### src/inc/pcko_pkg.sv
// Purpose: Shared constants for the programmable clock output block
// Assumes: One 50 MHz system clock; oscillator and taps arrive asynchronously
// Notes:   Select codes, tap indices and reset values live here only

package pcko_pkg;

    // ============================================================
    // Clocking
    localparam int unsigned MCLK_HZ = 50000000;
    localparam int unsigned OSC_HZ = 32768;

    // ============================================================
    // Source select codes
    localparam logic [2:0] FS_RAW = 3'h0;
    localparam logic [2:0] FS_8192 = 3'h1;
    localparam logic [2:0] FS_1024 = 3'h2;
    localparam logic [2:0] FS_64 = 3'h3;
    localparam logic [2:0] FS_32 = 3'h4;
    localparam logic [2:0] FS_1HZ = 3'h5;
    localparam logic [2:0] FS_TIMER = 3'h6;
    localparam logic [2:0] FS_LOW = 3'h7;

    // ============================================================
    // Prescaler tap vector layout
    localparam int TAP_W = 5;
    localparam int TAP_8192 = 0;
    localparam int TAP_1024 = 1;
    localparam int TAP_64 = 2;
    localparam int TAP_32 = 3;
    localparam int TAP_1HZ = 4;

    // Width of the asynchronous input bundle: osc, taps, timer, event, backup
    localparam int ASYNC_W = TAP_W + 4;

    // Bit positions inside the synchronised input bundle
    localparam int ABUS_OSC = 0;
    localparam int ABUS_TAP_LO = 1;
    localparam int ABUS_TAP_HI = TAP_W;
    localparam int ABUS_TIMER = TAP_W + 1;
    localparam int ABUS_EVENT = TAP_W + 2;
    localparam int ABUS_BACKUP = TAP_W + 3;

    // ============================================================
    // Reset values
    localparam logic RST_SYNC_ENABLE = 1'b1;
    localparam logic RST_OUT_ENABLE = 1'b1;
    localparam logic RST_IRQ_CLOCK_ENABLE = 1'b0;
    localparam logic RST_IRQ_CLOCK_FLAG = 1'b0;
    localparam logic [2:0] RST_FREQ_SELECT = FS_RAW;

    // ============================================================
    // Output gate states
    typedef enum logic [2:0] {
        GATE_OFF,
        GATE_ARM,
        GATE_ON,
        GATE_WAIT_STOP,
        GATE_DRAIN
    } pcko_gate_t;

endpackage

### src/rtl/pcko_clock_out.sv
// Purpose: Programmable clock output with direct and interrupt enable
// Assumes: Oscillator, taps, timer and event inputs are asynchronous levels
// Notes:   The oscillator is oversampled at 50 MHz; pin edges carry
//          up to three mclk periods of delay and one period of jitter.
//
// Notes on behaviour
// - Select field picks one of eight sources
// - Raw oscillator passes through uncorrected
// - Divided taps come from corrected prescaler
// - Flag, enable, select applied on oscillator fall
// - Backup power state forces pin low
// - Reset: sync on, enable on, select raw
// - Low when enable bit and flag both clear or select 111
// - Reset bit or seconds write disturbs divided taps
// - Enable bit gates selected signal directly when sync off
// - Enabled interrupt event with enable bit clear sets flag, starts output
// - Clearing interrupt enable never stops running output
// - Writing zero to flag clears it, stops output
// - Synced start at first selected source fall
// - Synced stop after clear, bus stop, fall
// - Timer source ignores the sync bit
// - Correction pulses may reshape divided outputs
// - Reset bit restarts prescaler, keeps seconds

`timescale 1ns/1ns

module pcko_clock_out
    import pcko_pkg::*;
(
    input wire logic mclk,
    input wire logic srst,
    // Asynchronous inputs from the oscillator domain
    input wire logic osc_clk_in,
    input wire logic [TAP_W-1:0] prescaler_taps,
    input wire logic timer_irq_signal,
    input wire logic irq_event,
    input wire logic backup_power_state,
    // Control writes from the bus logic, same clock
    input wire logic cfg_wr,
    input wire logic cfg_out_enable,
    input wire logic [2:0] cfg_freq_select,
    input wire logic cfg_sync_enable,
    input wire logic cfg_irq_clock_enable,
    input wire logic flag_clr_wr,
    input wire logic reset_bit_wr,
    input wire logic seconds_wr,
    input wire logic bus_stop,
    // Outputs
    output logic clock_out_pin,
    output logic irq_clock_flag,
    output logic out_enable,
    output logic [2:0] freq_select,
    output logic sync_enable,
    output logic irq_clock_enable,
    output logic prescaler_restart
);

    // ============================================================
    // Declarations
    logic [ASYNC_W-1:0] async_bus;
    logic [ASYNC_W-1:0] sync_bus;
    logic osc_s;
    logic [TAP_W-1:0] taps_s;
    logic timer_s;
    logic event_s;
    logic backup_s;

    logic osc_prev_r;
    logic event_prev_r;
    logic sel_prev_r;
    logic osc_fall;
    logic event_rise;
    logic sel_fall;

    logic eff_oe_r;
    logic eff_flag_r;
    logic [2:0] eff_fs_r;
    logic stop_seen_r;

    logic sel_lvl;
    logic sel_is_low;
    logic sel_is_timer;
    logic en_req;
    logic bypass;
    logic gate_open;
    logic flag_set;
    logic pin_nxt;

    pcko_gate_t gate_r;
    pcko_gate_t gate_nxt;

    // ============================================================
    // Input synchronisers
    // All slow-domain signals are levels, so a plain double flop
    // per bit is enough; one vector keeps them in a single instance.
    assign async_bus = {backup_power_state, irq_event, timer_irq_signal,
                        prescaler_taps, osc_clk_in};

    pcko_sync #(
        .WIDTH(ASYNC_W)
    ) u_sync (
        .mclk(mclk),
        .srst(srst),
        .async_in(async_bus),
        .sync_out(sync_bus)
    );

    // Unpack synchronised bundle
    assign osc_s = sync_bus[ABUS_OSC];
    assign taps_s = sync_bus[ABUS_TAP_HI:ABUS_TAP_LO];
    assign timer_s = sync_bus[ABUS_TIMER];
    assign event_s = sync_bus[ABUS_EVENT];
    assign backup_s = sync_bus[ABUS_BACKUP];

    // ============================================================
    // Source selection on the applied select value
    pcko_src_sel u_src_sel (
        .freq_select(eff_fs_r),
        .osc_lvl(osc_s),
        .tap_lvl(taps_s),
        .timer_lvl(timer_s),
        .sel_lvl(sel_lvl),
        .sel_is_low(sel_is_low),
        .sel_is_timer(sel_is_timer)
    );

    // ============================================================
    // Edge detection on synchronised levels
    always_ff @(posedge mclk) begin
        if (srst) begin
            osc_prev_r <= 1'b0;
            event_prev_r <= 1'b0;
            sel_prev_r <= 1'b0;
        end else begin
            osc_prev_r <= osc_s;
            event_prev_r <= event_s;
            sel_prev_r <= sel_lvl;
        end
    end

    // Falls of the oscillator and the selected source, event rise
    assign osc_fall = osc_prev_r & ~osc_s;
    assign sel_fall = sel_prev_r & ~sel_lvl;
    assign event_rise = event_s & ~event_prev_r;

    // ============================================================
    // Software-visible control bits
    // These are what software reads back; the gate uses the applied
    // copies below for enable, flag and select; sync_enable is read directly.
    always_ff @(posedge mclk) begin
        if (srst) begin
            out_enable <= RST_OUT_ENABLE;
            freq_select <= RST_FREQ_SELECT;
            sync_enable <= RST_SYNC_ENABLE;
            irq_clock_enable <= RST_IRQ_CLOCK_ENABLE;
        end else if (cfg_wr) begin
            out_enable <= cfg_out_enable;
            freq_select <= cfg_freq_select;
            sync_enable <= cfg_sync_enable;
            irq_clock_enable <= cfg_irq_clock_enable;
        end
    end

    // ============================================================
    // Interrupt clock flag
    // Only an event while the enable bit is clear arms the flag.
    // Dropping the interrupt enable later leaves a set flag alone.
    assign flag_set = event_rise & irq_clock_enable & ~out_enable;

    // Set beats a simultaneous clear so no event is lost
    always_ff @(posedge mclk) begin
        if (srst) begin
            irq_clock_flag <= RST_IRQ_CLOCK_FLAG;
        end else if (flag_set) begin
            irq_clock_flag <= 1'b1;
        end else if (flag_clr_wr) begin
            irq_clock_flag <= 1'b0;
        end
    end

    // ============================================================
    // Applied copies, updated only on oscillator falling edges
    always_ff @(posedge mclk) begin
        if (srst) begin
            eff_oe_r <= RST_OUT_ENABLE;
            eff_flag_r <= RST_IRQ_CLOCK_FLAG;
            eff_fs_r <= RST_FREQ_SELECT;
        end else if (osc_fall) begin
            eff_oe_r <= out_enable;
            eff_flag_r <= irq_clock_flag;
            eff_fs_r <= freq_select;
        end
    end

    // ============================================================
    // Bus stop tracking for the synchronised disable
    // A stop counts only if it follows the last control write,
    // so stale stops from earlier transfers cannot end the output.
    always_ff @(posedge mclk) begin
        if (srst) begin
            stop_seen_r <= 1'b0;
        end else if (bus_stop) begin
            stop_seen_r <= 1'b1;
        end else if (cfg_wr | flag_clr_wr) begin
            stop_seen_r <= 1'b0;
        end
    end

    // ============================================================
    // Gate request and bypass
    assign en_req = eff_oe_r | eff_flag_r;
    assign bypass = ~sync_enable | sel_is_timer;

    // ============================================================
    // Gate state machine
    // Synchronised mode waits for a selected source fall on both
    // start and stop so the pin never shows a runt pulse.
    always_comb begin
        gate_nxt = gate_r;
        case (gate_r)
            GATE_OFF: begin
                if (en_req) begin
                    gate_nxt = bypass ? GATE_ON : GATE_ARM;
                end
            end
            GATE_ARM: begin
                if (!en_req) begin
                    gate_nxt = GATE_OFF;
                end else if (bypass || sel_fall) begin
                    gate_nxt = GATE_ON;
                end
            end
            GATE_ON: begin
                if (!en_req) begin
                    gate_nxt = bypass ? GATE_OFF : GATE_WAIT_STOP;
                end
            end
            GATE_WAIT_STOP: begin
                if (en_req) begin
                    gate_nxt = GATE_ON;
                end else if (bypass) begin
                    gate_nxt = GATE_OFF;
                end else if (stop_seen_r) begin
                    gate_nxt = GATE_DRAIN;
                end
            end
            GATE_DRAIN: begin
                if (en_req) begin
                    gate_nxt = GATE_ON;
                end else if (bypass || sel_fall) begin
                    gate_nxt = GATE_OFF;
                end
            end
            default: begin
                gate_nxt = GATE_OFF;
            end
        endcase
    end

    // Gate state register; reset starts with output running
    always_ff @(posedge mclk) begin
        if (srst) begin
            gate_r <= GATE_ON;
        end else begin
            gate_r <= gate_nxt;
        end
    end

    // ============================================================
    // Pin level
    // The gate stays open until the disabling fall, so the last
    // high phase of the source completes before the pin goes low.
    assign gate_open = (gate_r == GATE_ON) || (gate_r == GATE_WAIT_STOP) ||
                       (gate_r == GATE_DRAIN);

    // Backup state and select 111 override everything
    assign pin_nxt = gate_open & sel_lvl & ~sel_is_low & ~backup_s;

    // Registered pin driver
    always_ff @(posedge mclk) begin
        if (srst) begin
            clock_out_pin <= 1'b0;
        end else begin
            clock_out_pin <= pin_nxt;
        end
    end

    // ============================================================
    // Prescaler restart request
    // The divider itself lives outside; this one-cycle pulse makes
    // it restart its divided stages, which changes the current
    // period of every divided or timer selection on the pin, cutting it short or stretching it.
    always_ff @(posedge mclk) begin
        if (srst) begin
            prescaler_restart <= 1'b0;
        end else begin
            prescaler_restart <= reset_bit_wr | seconds_wr;
        end
    end

endmodule // pcko_clock_out

### src/rtl/pcko_sync.sv
// Purpose: Two-stage synchroniser for a vector of asynchronous levels
// Assumes: Each bit is an independent level; no word coherence is needed
// Notes:   Only the second stage leaves this module

`timescale 1ns/1ns

module pcko_sync #(
    parameter int WIDTH = 1
) (
    input wire logic mclk,
    input wire logic srst,
    input wire logic [WIDTH-1:0] async_in,
    output logic [WIDTH-1:0] sync_out
);

    logic [WIDTH-1:0] meta_r;

    // ============================================================
    // Double flop; first stage feeds only the second
    always_ff @(posedge mclk) begin
        if (srst) begin
            meta_r <= '0;
            sync_out <= '0;
        end else begin
            meta_r <= async_in;
            sync_out <= meta_r;
        end
    end

endmodule // pcko_sync

### src/rtl/pcko_src_sel.sv
// Purpose: Picks the clock output source level from the select field
// Assumes: All inputs already synchronised to mclk
// Notes:   Pure decode, no state

`timescale 1ns/1ns

module pcko_src_sel
    import pcko_pkg::*;
(
    input wire logic [2:0] freq_select,
    input wire logic osc_lvl,
    input wire logic [TAP_W-1:0] tap_lvl,
    input wire logic timer_lvl,
    output logic sel_lvl,
    output logic sel_is_low,
    output logic sel_is_timer
);

    // ============================================================
    // Source mux; raw oscillator bypasses offset correction
    assign sel_lvl = (freq_select == FS_RAW) ? osc_lvl :
                     (freq_select == FS_8192) ? tap_lvl[TAP_8192] :
                     (freq_select == FS_1024) ? tap_lvl[TAP_1024] :
                     (freq_select == FS_64) ? tap_lvl[TAP_64] :
                     (freq_select == FS_32) ? tap_lvl[TAP_32] :
                     (freq_select == FS_1HZ) ? tap_lvl[TAP_1HZ] :
                     (freq_select == FS_TIMER) ? timer_lvl : 1'b0;

    // Flags used by the gate control
    assign sel_is_low = (freq_select == FS_LOW);
    assign sel_is_timer = (freq_select == FS_TIMER);

endmodule // pcko_src_sel

### config.mk
export PLATFORM = sky130hd
export DESIGN_NAME = pcko_clock_out
export DESIGN_NICKNAME = d
export VERILOG_FILES = /design/src/inc/pcko_pkg.sv /design/src/rtl/pcko_clock_out.sv /design/src/rtl/pcko_sync.sv /design/src/rtl/pcko_src_sel.sv
export SDC_FILE = /design/constraint.sdc
export NUM_CORES = 1
export LEC_CHECK = 0
export BUFFER_PORTS_ARGS = -buffer_cell sky130_fd_sc_hd__buf_4
export CAP_MARGIN = 40
export CORE_MARGIN = 2
export CORE_UTILIZATION = 40
export CTS_CLUSTER_SIZE = 14
export DETAILED_ROUTE_END_ITERATION = 8
export SYNTH_ARGS = -nofsm -noshare
export SYNTH_HDL_FRONTEND = slang
export SYNTH_SLANG_ARGS = --single-unit
### constraint.sdc
create_clock -name mclk -period 2.1 [get_ports mclk]
set_input_delay 0.105 -clock mclk [delete_from_list [all_inputs] [get_ports mclk]]
set_output_delay 0.105 -clock mclk [all_outputs]
set_load 0.05 [all_outputs]
Yosys cells after proc, flatten, opt, wreduce, memory -nomap -nowiden

Cells that the tools add are included.

Logic and storage cells: 83
Input port bits: 22
Output and inout port bits: 9
Bits in registers: 39

Bitwise logic cells: 19
Eq/ne operators: 16
Muxes and demuxes: 23
Reductions and logical operators: 8

Operators with widths:

| cell                                           | count |
|---|---|
| 2-to-1 mux 3 bit                               | 9 |
| == test 3 bit (second input constant)          | 5 |
| one-hot mux 3 bit (5 select lines)             | 1 |
| == test 3 x 2 -> 1 bit (second input constant) | 4 |
| 2-to-1 mux 1 bit                               | 11 |
| bitwise AND 1 bit                              | 8 |
| NOT 1 bit                                      | 7 |
| == test 3 x 1 -> 1 bit (second input constant) | 2 |
| zero test 3 bit                                | 2 |
| inequality test 3 bit (second input constant)  | 2 |
| AND reduction 5 bit                            | 1 |
| 2-to-1 mux 2 bit                               | 2 |
| inequality test 2 bit (second input constant)  | 2 |
| inequality test 4 bit (second input constant)  | 1 |
| OR 1 bit                                       | 4 |
| nonzero test 2 bit                             | 2 |
| logical OR 1 bit                               | 3 |

Depth between registers and ports, before layout

Gate-level depths: netlist of run 1.

Word-level depth: 14
Gate-level depth with buffers: 6
Mapped depth without buffers: 5

By module

Synthesis of run 1 repeated with hierarchy kept, for this count alone.

Cells, all modules: 135
Area, all modules: 1412.6 um^2

Modules (own cells, without submodules):

| module         | area each (um^2) | cells an instance | seq. area each (um^2) | instances |
|---|---|---|---|---|
| pcko_clock_out | 852.1            | 90                | 420.4                 | 1 |
| pcko_sync      | 489.2            | 37                | 360.3                 | 1 |
| pcko_src_sel   | 71.3             | 8                 | 0.0                   | 1 |

Least setup slack after synthesis of run 1

OpenSTA, ideal clock, no wires.

Path kind: register to register
Start: reg sync_enable
End: reg gate_r[0]
Setup slack: 457 ps
Buffers on the path: 0
Data required time: 1981 ps
Setup time: 119 ps
Stages on the path, launching flop included: 6
Data arrival time: 1525 ps
Clock period less this slack: 1643 ps
Path through: dfxtp_1 -> and4b_1 -> o21ai_0 -> a311oi_1 -> a21oi_1 -> o221a_1

Longest elaborated chain between the ends: 5
Elaborated cells on any way between the ends: 14
Classes of those cells: eq/ne (3); mux (7); bitwise (2); reduce/logical (2)

Ends and longest elaborated chain:

| element                                                                   | RTL line              | RTL |
|---|---|---|
| from (decl)                                                               | pcko_clock_out.sv:53  | `output logic sync_enable,` |
| from (signal assigned)                                                    | pcko_clock_out.sv:159 | `sync_enable <= cfg_sync_enable;` |
| NOT 1 bit (*)                                                             | pcko_clock_out.sv:212 | `assign bypass = ~sync_enable \| sel_is_timer;` |
| OR 1 bit (*)                                                              | pcko_clock_out.sv:212 |  |
| 2-to-1 mux 3 bit (tied with other cells)                                  | pcko_clock_out.sv:241 | `end else if (bypass) begin` |
| 2-to-1 mux 3 bit (tied with other cells)                                  | pcko_clock_out.sv:239 | `if (en_req) begin` |
| one-hot mux 3 bit (5 select lines) or AND reduction 5 bit (tied branches) | n/a                   |  |
| to (signal assigned)                                                      | pcko_clock_out.sv:265 | `gate_r <= gate_nxt;` |
| to (decl)                                                                 | pcko_clock_out.sv:89  | `pcko_gate_t gate_r;` |

Mark *: on every way between the ends. The rest lies on a longest branch, timed or not. The select of a mux whose other input is x is not followed.
A chain may end at the register's enable or synchronous reset.

Worst setup path in the final report of run 1

Start: reg eff_fs_r[1]
End: reg gate_r[1]

Longest elaborated chain between the ends: 13
Elaborated cells on any way between the ends: 29
Classes of those cells: eq/ne (9); mux (14); bitwise (3); reduce/logical (3)

Ends and longest elaborated chain:

| element                                | RTL line                                     | RTL |
|---|---|---|
| from (decl)                            | pcko_clock_out.sv:77                         | `logic [2:0] eff_fs_r;` |
| from (signal assigned)                 | pcko_clock_out.sv:191                        | `eff_fs_r <= freq_select;` |
| == test 3 bit                          | pcko_src_sel.sv:27, pcko_src_sel.sv:31       |  |
| 2-to-1 mux 1 bit                       | pcko_src_sel.sv:27                           | `(freq_select == FS_TIMER) ? timer_lvl : 1'b0;` |
| 2-to-1 mux 1 bit                       | pcko_src_sel.sv:26                           | `(freq_select == FS_1HZ) ? tap_lvl[TAP_1HZ] :` |
| 2-to-1 mux 1 bit                       | pcko_src_sel.sv:25                           | `(freq_select == FS_32) ? tap_lvl[TAP_32] :` |
| 2-to-1 mux 1 bit                       | pcko_src_sel.sv:24                           | `(freq_select == FS_64) ? tap_lvl[TAP_64] :` |
| 2-to-1 mux 1 bit                       | pcko_src_sel.sv:23                           | `(freq_select == FS_1024) ? tap_lvl[TAP_1024] :` |
| 2-to-1 mux 1 bit                       | pcko_src_sel.sv:22                           | `(freq_select == FS_8192) ? tap_lvl[TAP_8192] :` |
| 2-to-1 mux 1 bit                       | pcko_src_sel.sv:21                           | `assign sel_lvl = (freq_select == FS_RAW) ? osc_lvl :` |
| NOT 1 bit                              | pcko_clock_out.sv:143                        | `assign sel_fall = sel_prev_r & ~sel_lvl;` |
| bitwise AND 1 bit                      | pcko_clock_out.sv:143                        |  |
| logical OR 1 bit                       | pcko_clock_out.sv:229, pcko_clock_out.sv:250 |  |
| inequality test 3 bit (no source line) | n/a                                          |  |
| AND reduction 5 bit (no source line)   | n/a                                          |  |

Several ways; a longest one is shown, not always the timed one. The select of a mux whose other input is x is not followed.

==> flow_metrics.tcl, run 1 <==
set metrics [dict create \
    post-synth-top-count-cell "dfxtp_1" \
    die_h_um 64.73 \
    yosysWarnings 0 \
    swShare_pct 25.42 \
    grt_max_degree 40 \
    rows 22 \
    combPwrFrac_pct 13.6 \
    cts_resized 0 \
    synthCells 144 \
    die-area_sq_um 4190 \
    worstMarginPinSlew_ns 0.5963 \
    rsz0062_at_grt "false" \
    syn-cell-area_sq_um 1475 \
    h-tree-depth 2 \
    startpoint_type "flop" \
    timing.fmax_ghz 0.6072 \
    drtPass1Iterations 4 \
    cts_tree "done" \
    ys_ff_latch 39 \
    via_per_inst 4.802 \
    die_x_um 64.73 \
    core-area_sq_um 3606 \
    synthTopCellsByCount "dfxtp_1 (39), nor2b_1 (26), nor2_1 (18)" \
    synth-async-reset-ratio_pct 0 \
    yosys.area.top_type "dfxtp_1" \
    cp.depth 5 \
    grt_pass1_vias 1030 \
    slew_viol_final 0 \
    slew_headroom_pct 60.17 \
    portBuffers 30 \
    drc 0 \
    fin_ws_ns 0.4532 \
    pwr_density_cell_nw_per_um2 826.0 \
    syn_to_final_growth_pct 21.80 \
    place_hpwl_um 1771 \
    post-synth-top-area-fraction_pct 52.93 \
    postCtsSetupBuffers 0 \
    cpLargestDelayFamily "multiplexers" \
    worstHoldPathCells 2 \
    final_util_pct 49.83 \
    fin_crit_ns 1.647 \
    status "completed" \
    ys.flop_type "dfxtp_1" \
    clock_skew_ns 0.003623 \
    crit_arrival_ns 1.86 \
    grt_first_pass_wirelength_um 4457 \
    place_inst 214 \
    switchingPower_uw 377.3 \
    r2r_cells 5 \
    synth.avg_cell_area_sq_um 10.24 \
    ir_drop_uv 492.2 \
    finalCritPeriodShare_pct 78.42 \
    cts_sinks 39 \
    antenna_left 0 \
    antenna_cells 0 \
    worstPathBufferInverterCount 0 \
    cap_violations 0 \
    clockPowerShare_pct 31.9 \
    hold_buffers 0 \
    final_layout_size_suffix_gt1_share_pct 25.29 \
    crit_chain "mux2_2, o22ai_2, o31ai_2, a21oi_1, mux2i_1" \
    synth_fp_nets 166 \
    grt_overflow 0 \
    numCtsBuffers 5 \
    nets 195 \
    synthTopCellsByArea "dfxtp_1 (53%), nor2b_1 (11%), mux2i_1 (6.8%)" \
    critPathSlowestCell "dfxtp_1" \
    ctsRootBufferMaster "clkbuf_8" \
    antenna_found_initial 0 \
    setup.worst_path.end_class "flop" \
    clkTransAtPathRegs_ns 0.07 \
    routed_wl_um 2558 \
    place_congestion 0.7966 \
    io_pins 31 \
    drt-initial-drc-count 88 \
    post_drt_wl_per_cell_um 11.52 \
    fin_area_sq_um 1797 \
    post-place-ws_ns 0.4693 \
    tns_ns 0 \
    power_frac_seq_pct 54.5 \
    cts_max_path_buffers 2 \
    vias 1066 \
    track_usage_pct 13.96 \
    start_util_pct 40.91 \
    finalSetupViolCount 0 \
    worstPathMaxFanout 7 \
    hold_viol 0 \
    seq_area_frac_synth_pct 52.93 \
    final-instance-count-excl-fill 222 \
    p_int_uw 1107 \
    max_stage_delay_ns 0.46 \
    dpl_cell_area_sq_um 1712 \
    synth_edf_count 0 \
    required_ns 2.32 \
    worstSetupPathType "flop to flop" \
    min_path_type "input pin to flop" \
    p_leak_uw 0.0007345 \
    clock_latency_ns 0.28 \
    synth_cell_type_count 33 \
]
## registers in the layout (all words and copies together), names as in the netlist
| name | count |
|---|---|
| sel_prev_r | 1 |
| irq_clock_enable | 1 |
| prescaler_restart | 1 |
| out_enable | 1 |
| eff_flag_r | 1 |
| osc_prev_r | 1 |
| sync_enable | 1 |
| eff_fs_r | 3 |
| stop_seen_r | 1 |
| u_sync.sync_out | 9 |
| gate_r | 3 |
| eff_oe_r | 1 |
| event_prev_r | 1 |
| u_sync.meta_r | 9 |
| clock_out_pin | 1 |
| irq_clock_flag | 1 |
| freq_select | 3 |
## worst register-to-register path, delay by kind of cell, from the launching register on
family	cells	cell delay, ns
muxes	2	0.58
DFF	1	0.46
AOI/OAI and AO/OA	3	0.53
## cell families (layout without fill, tap and decap cells)
kind of cell / after synthesis / in the layout / share of synthesized area, %
muxes: 12 / 12 / 8.312
and+or+nand+nor: 60 / 60 / 22.82
xor gates and xnor gates: 1 / 1 / 0.5938
AOI/OAI and AO/OA: 20 / 20 / 11.03
buffers and inverters: 12 / 42 / 4.326
DFF: 39 / 39 / 52.93
## placed cells by master, fill, tap and decap left out, types with 2 or more instances in the layout
| cell | synthesis | layout |
|---|---|---|
| mux2i_1 | 10 | 10 |
| nand2_1 | 3 | 3 |
| a311oi_1 | 2 | 2 |
| a211o_1 | 3 | 3 |
| mux2_2 | 2 | 2 |
| inv_1 | 4 | 4 |
| nor2b_1 | 26 | 26 |
| clkbuf_8 | 0 | 5 |
| a21oi_1 | 5 | 5 |
| nor3_1 | 4 | 4 |
| dfxtp_1 | 39 | 39 |
| nor2_1 | 18 | 18 |
| buf_4 | 1 | 30 |
| and4b_1 | 2 | 2 |
## worst paths after layout
path	slack, ns	startpoint	end
hold / removal	0.02	cfg_out_enable	out_enable$_SDFFE_PP1P_
setup / recovery	0.45	eff_fs_r[1]$_SDFFE_PP0P_	gate_r[1]$_SDFFE_PP1P_
hold reg to reg	0.43	u_sync.meta_r[8]$_SDFF_PP0_	u_sync.sync_out[8]$_SDFF_PP0_
setup reg to reg	0.45	eff_fs_r[1]$_SDFFE_PP0P_	gate_r[1]$_SDFFE_PP1P_
## metal layers
layer  vias to the layer above  GRT usage (%)  wire [um]
li1                        544              -          -
met4                         0          7.181         50
met5                         -              0          0
met2                        20          21.52       1213
met1                       497          16.96       1177
met3                         5          5.208        117
## cell type report
cell class	count	area (sq um)
multi-input cells	93	630.6
fillers	345	1809
repair buffers	30	225.2
inverters	4	15.01
well taps	48	60.06
clock inverters	2	12.51
flip-flops and latches	39	780.7
clock buffers	6	72.57
## power by group through the flow
stage          clock network, uW  registers [uW]  logic [uW]
3_5_place_dp                   0             825         202
3_3_place_gp                   0             823         197
2_1_floorplan                  0             843         124
6_report                     474             808         202
5_1_grt                      523             813         222
4_1_cts                      497             808         202
## through the flow
stage,total power (uW),hold slack (ns)
6_report,1484,0.02329
5_1_grt,1558,0.01807
4_1_cts,1507,0.01258
3_5_place_dp,1027,0.3183
3_3_place_gp,1020,0.3097
2_1_floorplan,967.8,0.1931
No activity file was read; power rests on OpenSTA's default activity.
==> inputs of run 2 (changes only) <==
--- a/config.mk
+++ b/config.mk
@@ -5,6 +5,7 @@
 export SDC_FILE = /design/constraint.sdc
 export NUM_CORES = 1
 export LEC_CHECK = 0
+export ABC_AREA = 1
 export BUFFER_PORTS_ARGS = -buffer_cell sky130_fd_sc_hd__buf_4
 export CAP_MARGIN = 40
 export CORE_MARGIN = 2
==> constraint.sdc (replaced) <==
create_clock -name mclk -period 1.35 [get_ports mclk]
set_input_delay 0.0675 -clock mclk [delete_from_list [all_inputs] [get_ports mclk]]
set_output_delay 0.0675 -clock mclk [all_outputs]
set_load 0.05 [all_outputs]
==> flow_metrics.tcl, run 2 <==
set metrics [dict create \
    clkTransAtPathRegs_ns 0.07 \
    switchingPower_uw 850.0 \
    synth_fp_nets 218 \
    reg2reg_to "gate_r[0]$_SDFFE_PP0P_" \
    startpoint_type "flop" \
    setup.worst_path.end_class "flop" \
    reg.largest.list "u_sync.meta_r: 9 flops, u_sync.sync_out: 9 flops" \
    die-area_sq_um 4173 \
    status "finished, violations left" \
    portBuffers 30 \
    grt_max_degree 21 \
    reg2reg_setup_slack_ns -0.009 \
    ctsRootBufferMaster "clkbuf_8" \
    cts_sinks 39 \
    cts_max_path_buffers 2 \
    numCtsBuffers 5 \
    p_int_uw 2146 \
    place_hpwl_um 1912 \
    yosysWarnings 0 \
    timing.fmax_ghz 0.7357 \
    grt_overflow 0 \
    drc 0 \
    place_inst 277 \
    ys.flop_type "dfxtp_1" \
    drt-initial-drc-count 82 \
    die_x_um 64.60 \
    routed_wl_um 2753 \
    nets 277 \
    post-place-ws_ns -0.08127 \
    combPwrFrac_pct 23.6 \
    synthTopCellsByArea "dfxtp_1 (53%), nor2_1 (12%), inv_1 (8.9%)" \
    final_util_pct 59.61 \
    drtPass1Iterations 4 \
    vias 1327 \
    synthTopCellsByCount "nor2_1 (46), dfxtp_1 (39), inv_1 (35)" \
    p_leak_uw 0.001035 \
    final_cell_mix "nor2_1 (42), buf_4 (40), dfxtp_1 (35), inv_1 (34), nand2_1 (19)" \
    synth.avg_cell_area_sq_um 7.494 \
    slew_headroom_pct 75.44 \
    yosys.area.top_type "dfxtp_1" \
    io_pins 31 \
    syn_to_final_growth_pct 46.34 \
    synthCells 196 \
    violations "negative setup slack" \
    ys_ff_latch 39 \
    fin_ws_ns -0.009190 \
    slew_viol_final 0 \
    via_per_inst 4.365 \
    clock_skew_ns 0.005991 \
    r2r_cells 12 \
    required_ns 1.53 \
    power_frac_seq_pct 43.6 \
    final-instance-count-excl-fill 304 \
    h-tree-depth 2 \
    cap_violations 0 \
    fin_crit_ns 1.359 \
    core-area_sq_um 3606 \
    yosys.area_share.xor_xnor_pct 0 \
    worstPathMaxFanout 6 \
    synth_cell_type_count 21 \
    clockPowerShare_pct 32.8 \
    yosys.area_share.adder_pct 0 \
    syn-cell-area_sq_um 1469 \
    start_util_pct 40.74 \
    ir_drop_uv 799.4 \
    r2r-start "eff_fs_r[1]$_SDFFE_PP0P_" \
    min_path_type "input pin to flop" \
    final_layout_size_suffix_gt1_share_pct 30.08 \
    post-synth-top-count-cell "nor2_1" \
    synth_compound_area_share_pct 8.518 \
    fin_area_sq_um 2150 \
    post_drt_wl_per_cell_um 9.056 \
    worstHoldPathCells 3 \
    finalSetupViolCount 2 \
    muxShareOfSynthArea_pct 0 \
    layout.cells.most_common "nor2_1" \
    rsz0062_at_grt "true" \
    antenna_left 0 \
    antenna_found_initial 0 \
    worstSetupPathType "flop to flop" \
    die_h_um 64.60 \
    dpl_cell_area_sq_um 1782 \
    grt_first_pass_wirelength_um 5023 \
    synth_edf_count 0 \
    finalCritPeriodShare_pct 100.7 \
    rows 22 \
    hold_viol 0 \
    antenna_cells 0 \
    track_usage_pct 15.50 \
    swShare_pct 28.37 \
    worstMarginPinSlew_ns 0.3637 \
    fillCellCount 351 \
    pwr_density_cell_nw_per_um2 1394 \
    synth-async-reset-ratio_pct 0 \
    grt_pass1_vias 1235 \
    hold_end "freq_select[0]$_SDFFE_PP0P_" \
    min_from "cfg_freq_select[0]" \
    post-synth-top-area-fraction_pct 53.15 \
    timing.hold.ws_ns 0.006215 \
    cts_tree "done" \
    seq_area_frac_synth_pct 53.15 \
    crit_arrival_ns 1.54 \
    clock_latency_ns 0.29 \
    place_congestion 0.8252 \
    synth_top_family_by_area "simple AND/OR/NAND/NOR gates" \
    synthSimpleGateAreaFrac_pct 26.06 \
]
-- run 2: repair_timing --
| action | CTS | global route |
|---|---|---|
| endpoints found under the setup margin | 3 | 3 |
| pin swaps | 1 | 2 |
| hold buffers | 17 | 0 |
| hold endpoints to repair | 15 | 0 |
| resized for setup | 9 | 15 |
| buffers inserted | 2 | 0 |
-- run 2: per-stage QoR --
stage	power, uW	TNS, ns
final	2996	-0.01149
after global routing	3197	-0.3727
after CTS	3019	-0.01686
after detailed placement	1983	-0.2223
after global placement	1982	-0.1575
after floorplan	1813	0
-- run 2: area by class of cell --
type,instances,area (sq um),share of cell area [%]
Clock inverter,2,35.03,1.630
Inverter,39,152.6,7.101
Timing Repair Buffer,57,470.5,21.89
Sequential cell,39,790.8,36.79
Tap cell,48,60.06,2.794
Multi-Input combinational cell,113,558.0,25.96
Clock buffer,6,82.58,3.842
-- run 2: cell families (layout without fill, tap and decap cells) --
group                  after synthesis  after routing
AND/OR/NAND/NOR                     91             91
buffers and inverters               44            104
flip-flops                          39             39
AO/OA/AOI/OAI                       22             22
-- run 2: worst max-delay path, stage by stage (launching register included) --
cell	delay (ns)
dfxtp_4	0.38
inv_4	0.07
nand2_2	0.05
nand3_2	0.06
nand2_2	0.06
nand2_2	0.05
nand3_2	0.07
nand2_2	0.07
nand2_2	0.07
a21oi_4	0.18
nand3_1	0.10
nand2_1	0.07
nor2_1	0.04
-- run 2: worst max-delay path by stage --
stage | start | endpoint | slack (ns)
finish | eff_fs_r[1]$_SDFFE_PP0P_ | gate_r[0]$_SDFFE_PP0P_ | -0.009
global route | eff_fs_r[2]$_SDFFE_PP0P_ | gate_r[0]$_SDFFE_PP0P_ | -0.13
CTS | eff_fs_r[0]$_SDFFE_PP0P_ | gate_r[0]$_SDFFE_PP0P_ | -0.01
detailed placement | eff_fs_r[1]$_SDFFE_PP0P_ | gate_r[0]$_SDFFE_PP0P_ | -0.08
global placement | eff_fs_r[1]$_SDFFE_PP0P_ | gate_r[1]$_SDFFE_PP1P_ | -0.05
floorplan | sync_enable$_SDFFE_PP1P_ | gate_r[0]$_SDFFE_PP0P_ | 0.06
-- run 2: metal layers --
layer  up-vias  GRT usage [%]  share of wire, %
met5         -              0                 0
met4         0          7.181               2.0
met3         6          3.819               3.2
met2        18          26.17                49
met1       592          18.54                46
li1        711              -                 -
-- run 2: power by group through the flow --
stage | clock network, uW | registers, uW | logic (uW)
2_1_floorplan | 0 | 1370 | 441
3_3_place_gp | 0 | 1330 | 647
3_5_place_dp | 0 | 1340 | 648
4_1_cts | 1010 | 1310 | 697
5_1_grt | 1070 | 1320 | 801
6_report | 983 | 1310 | 706
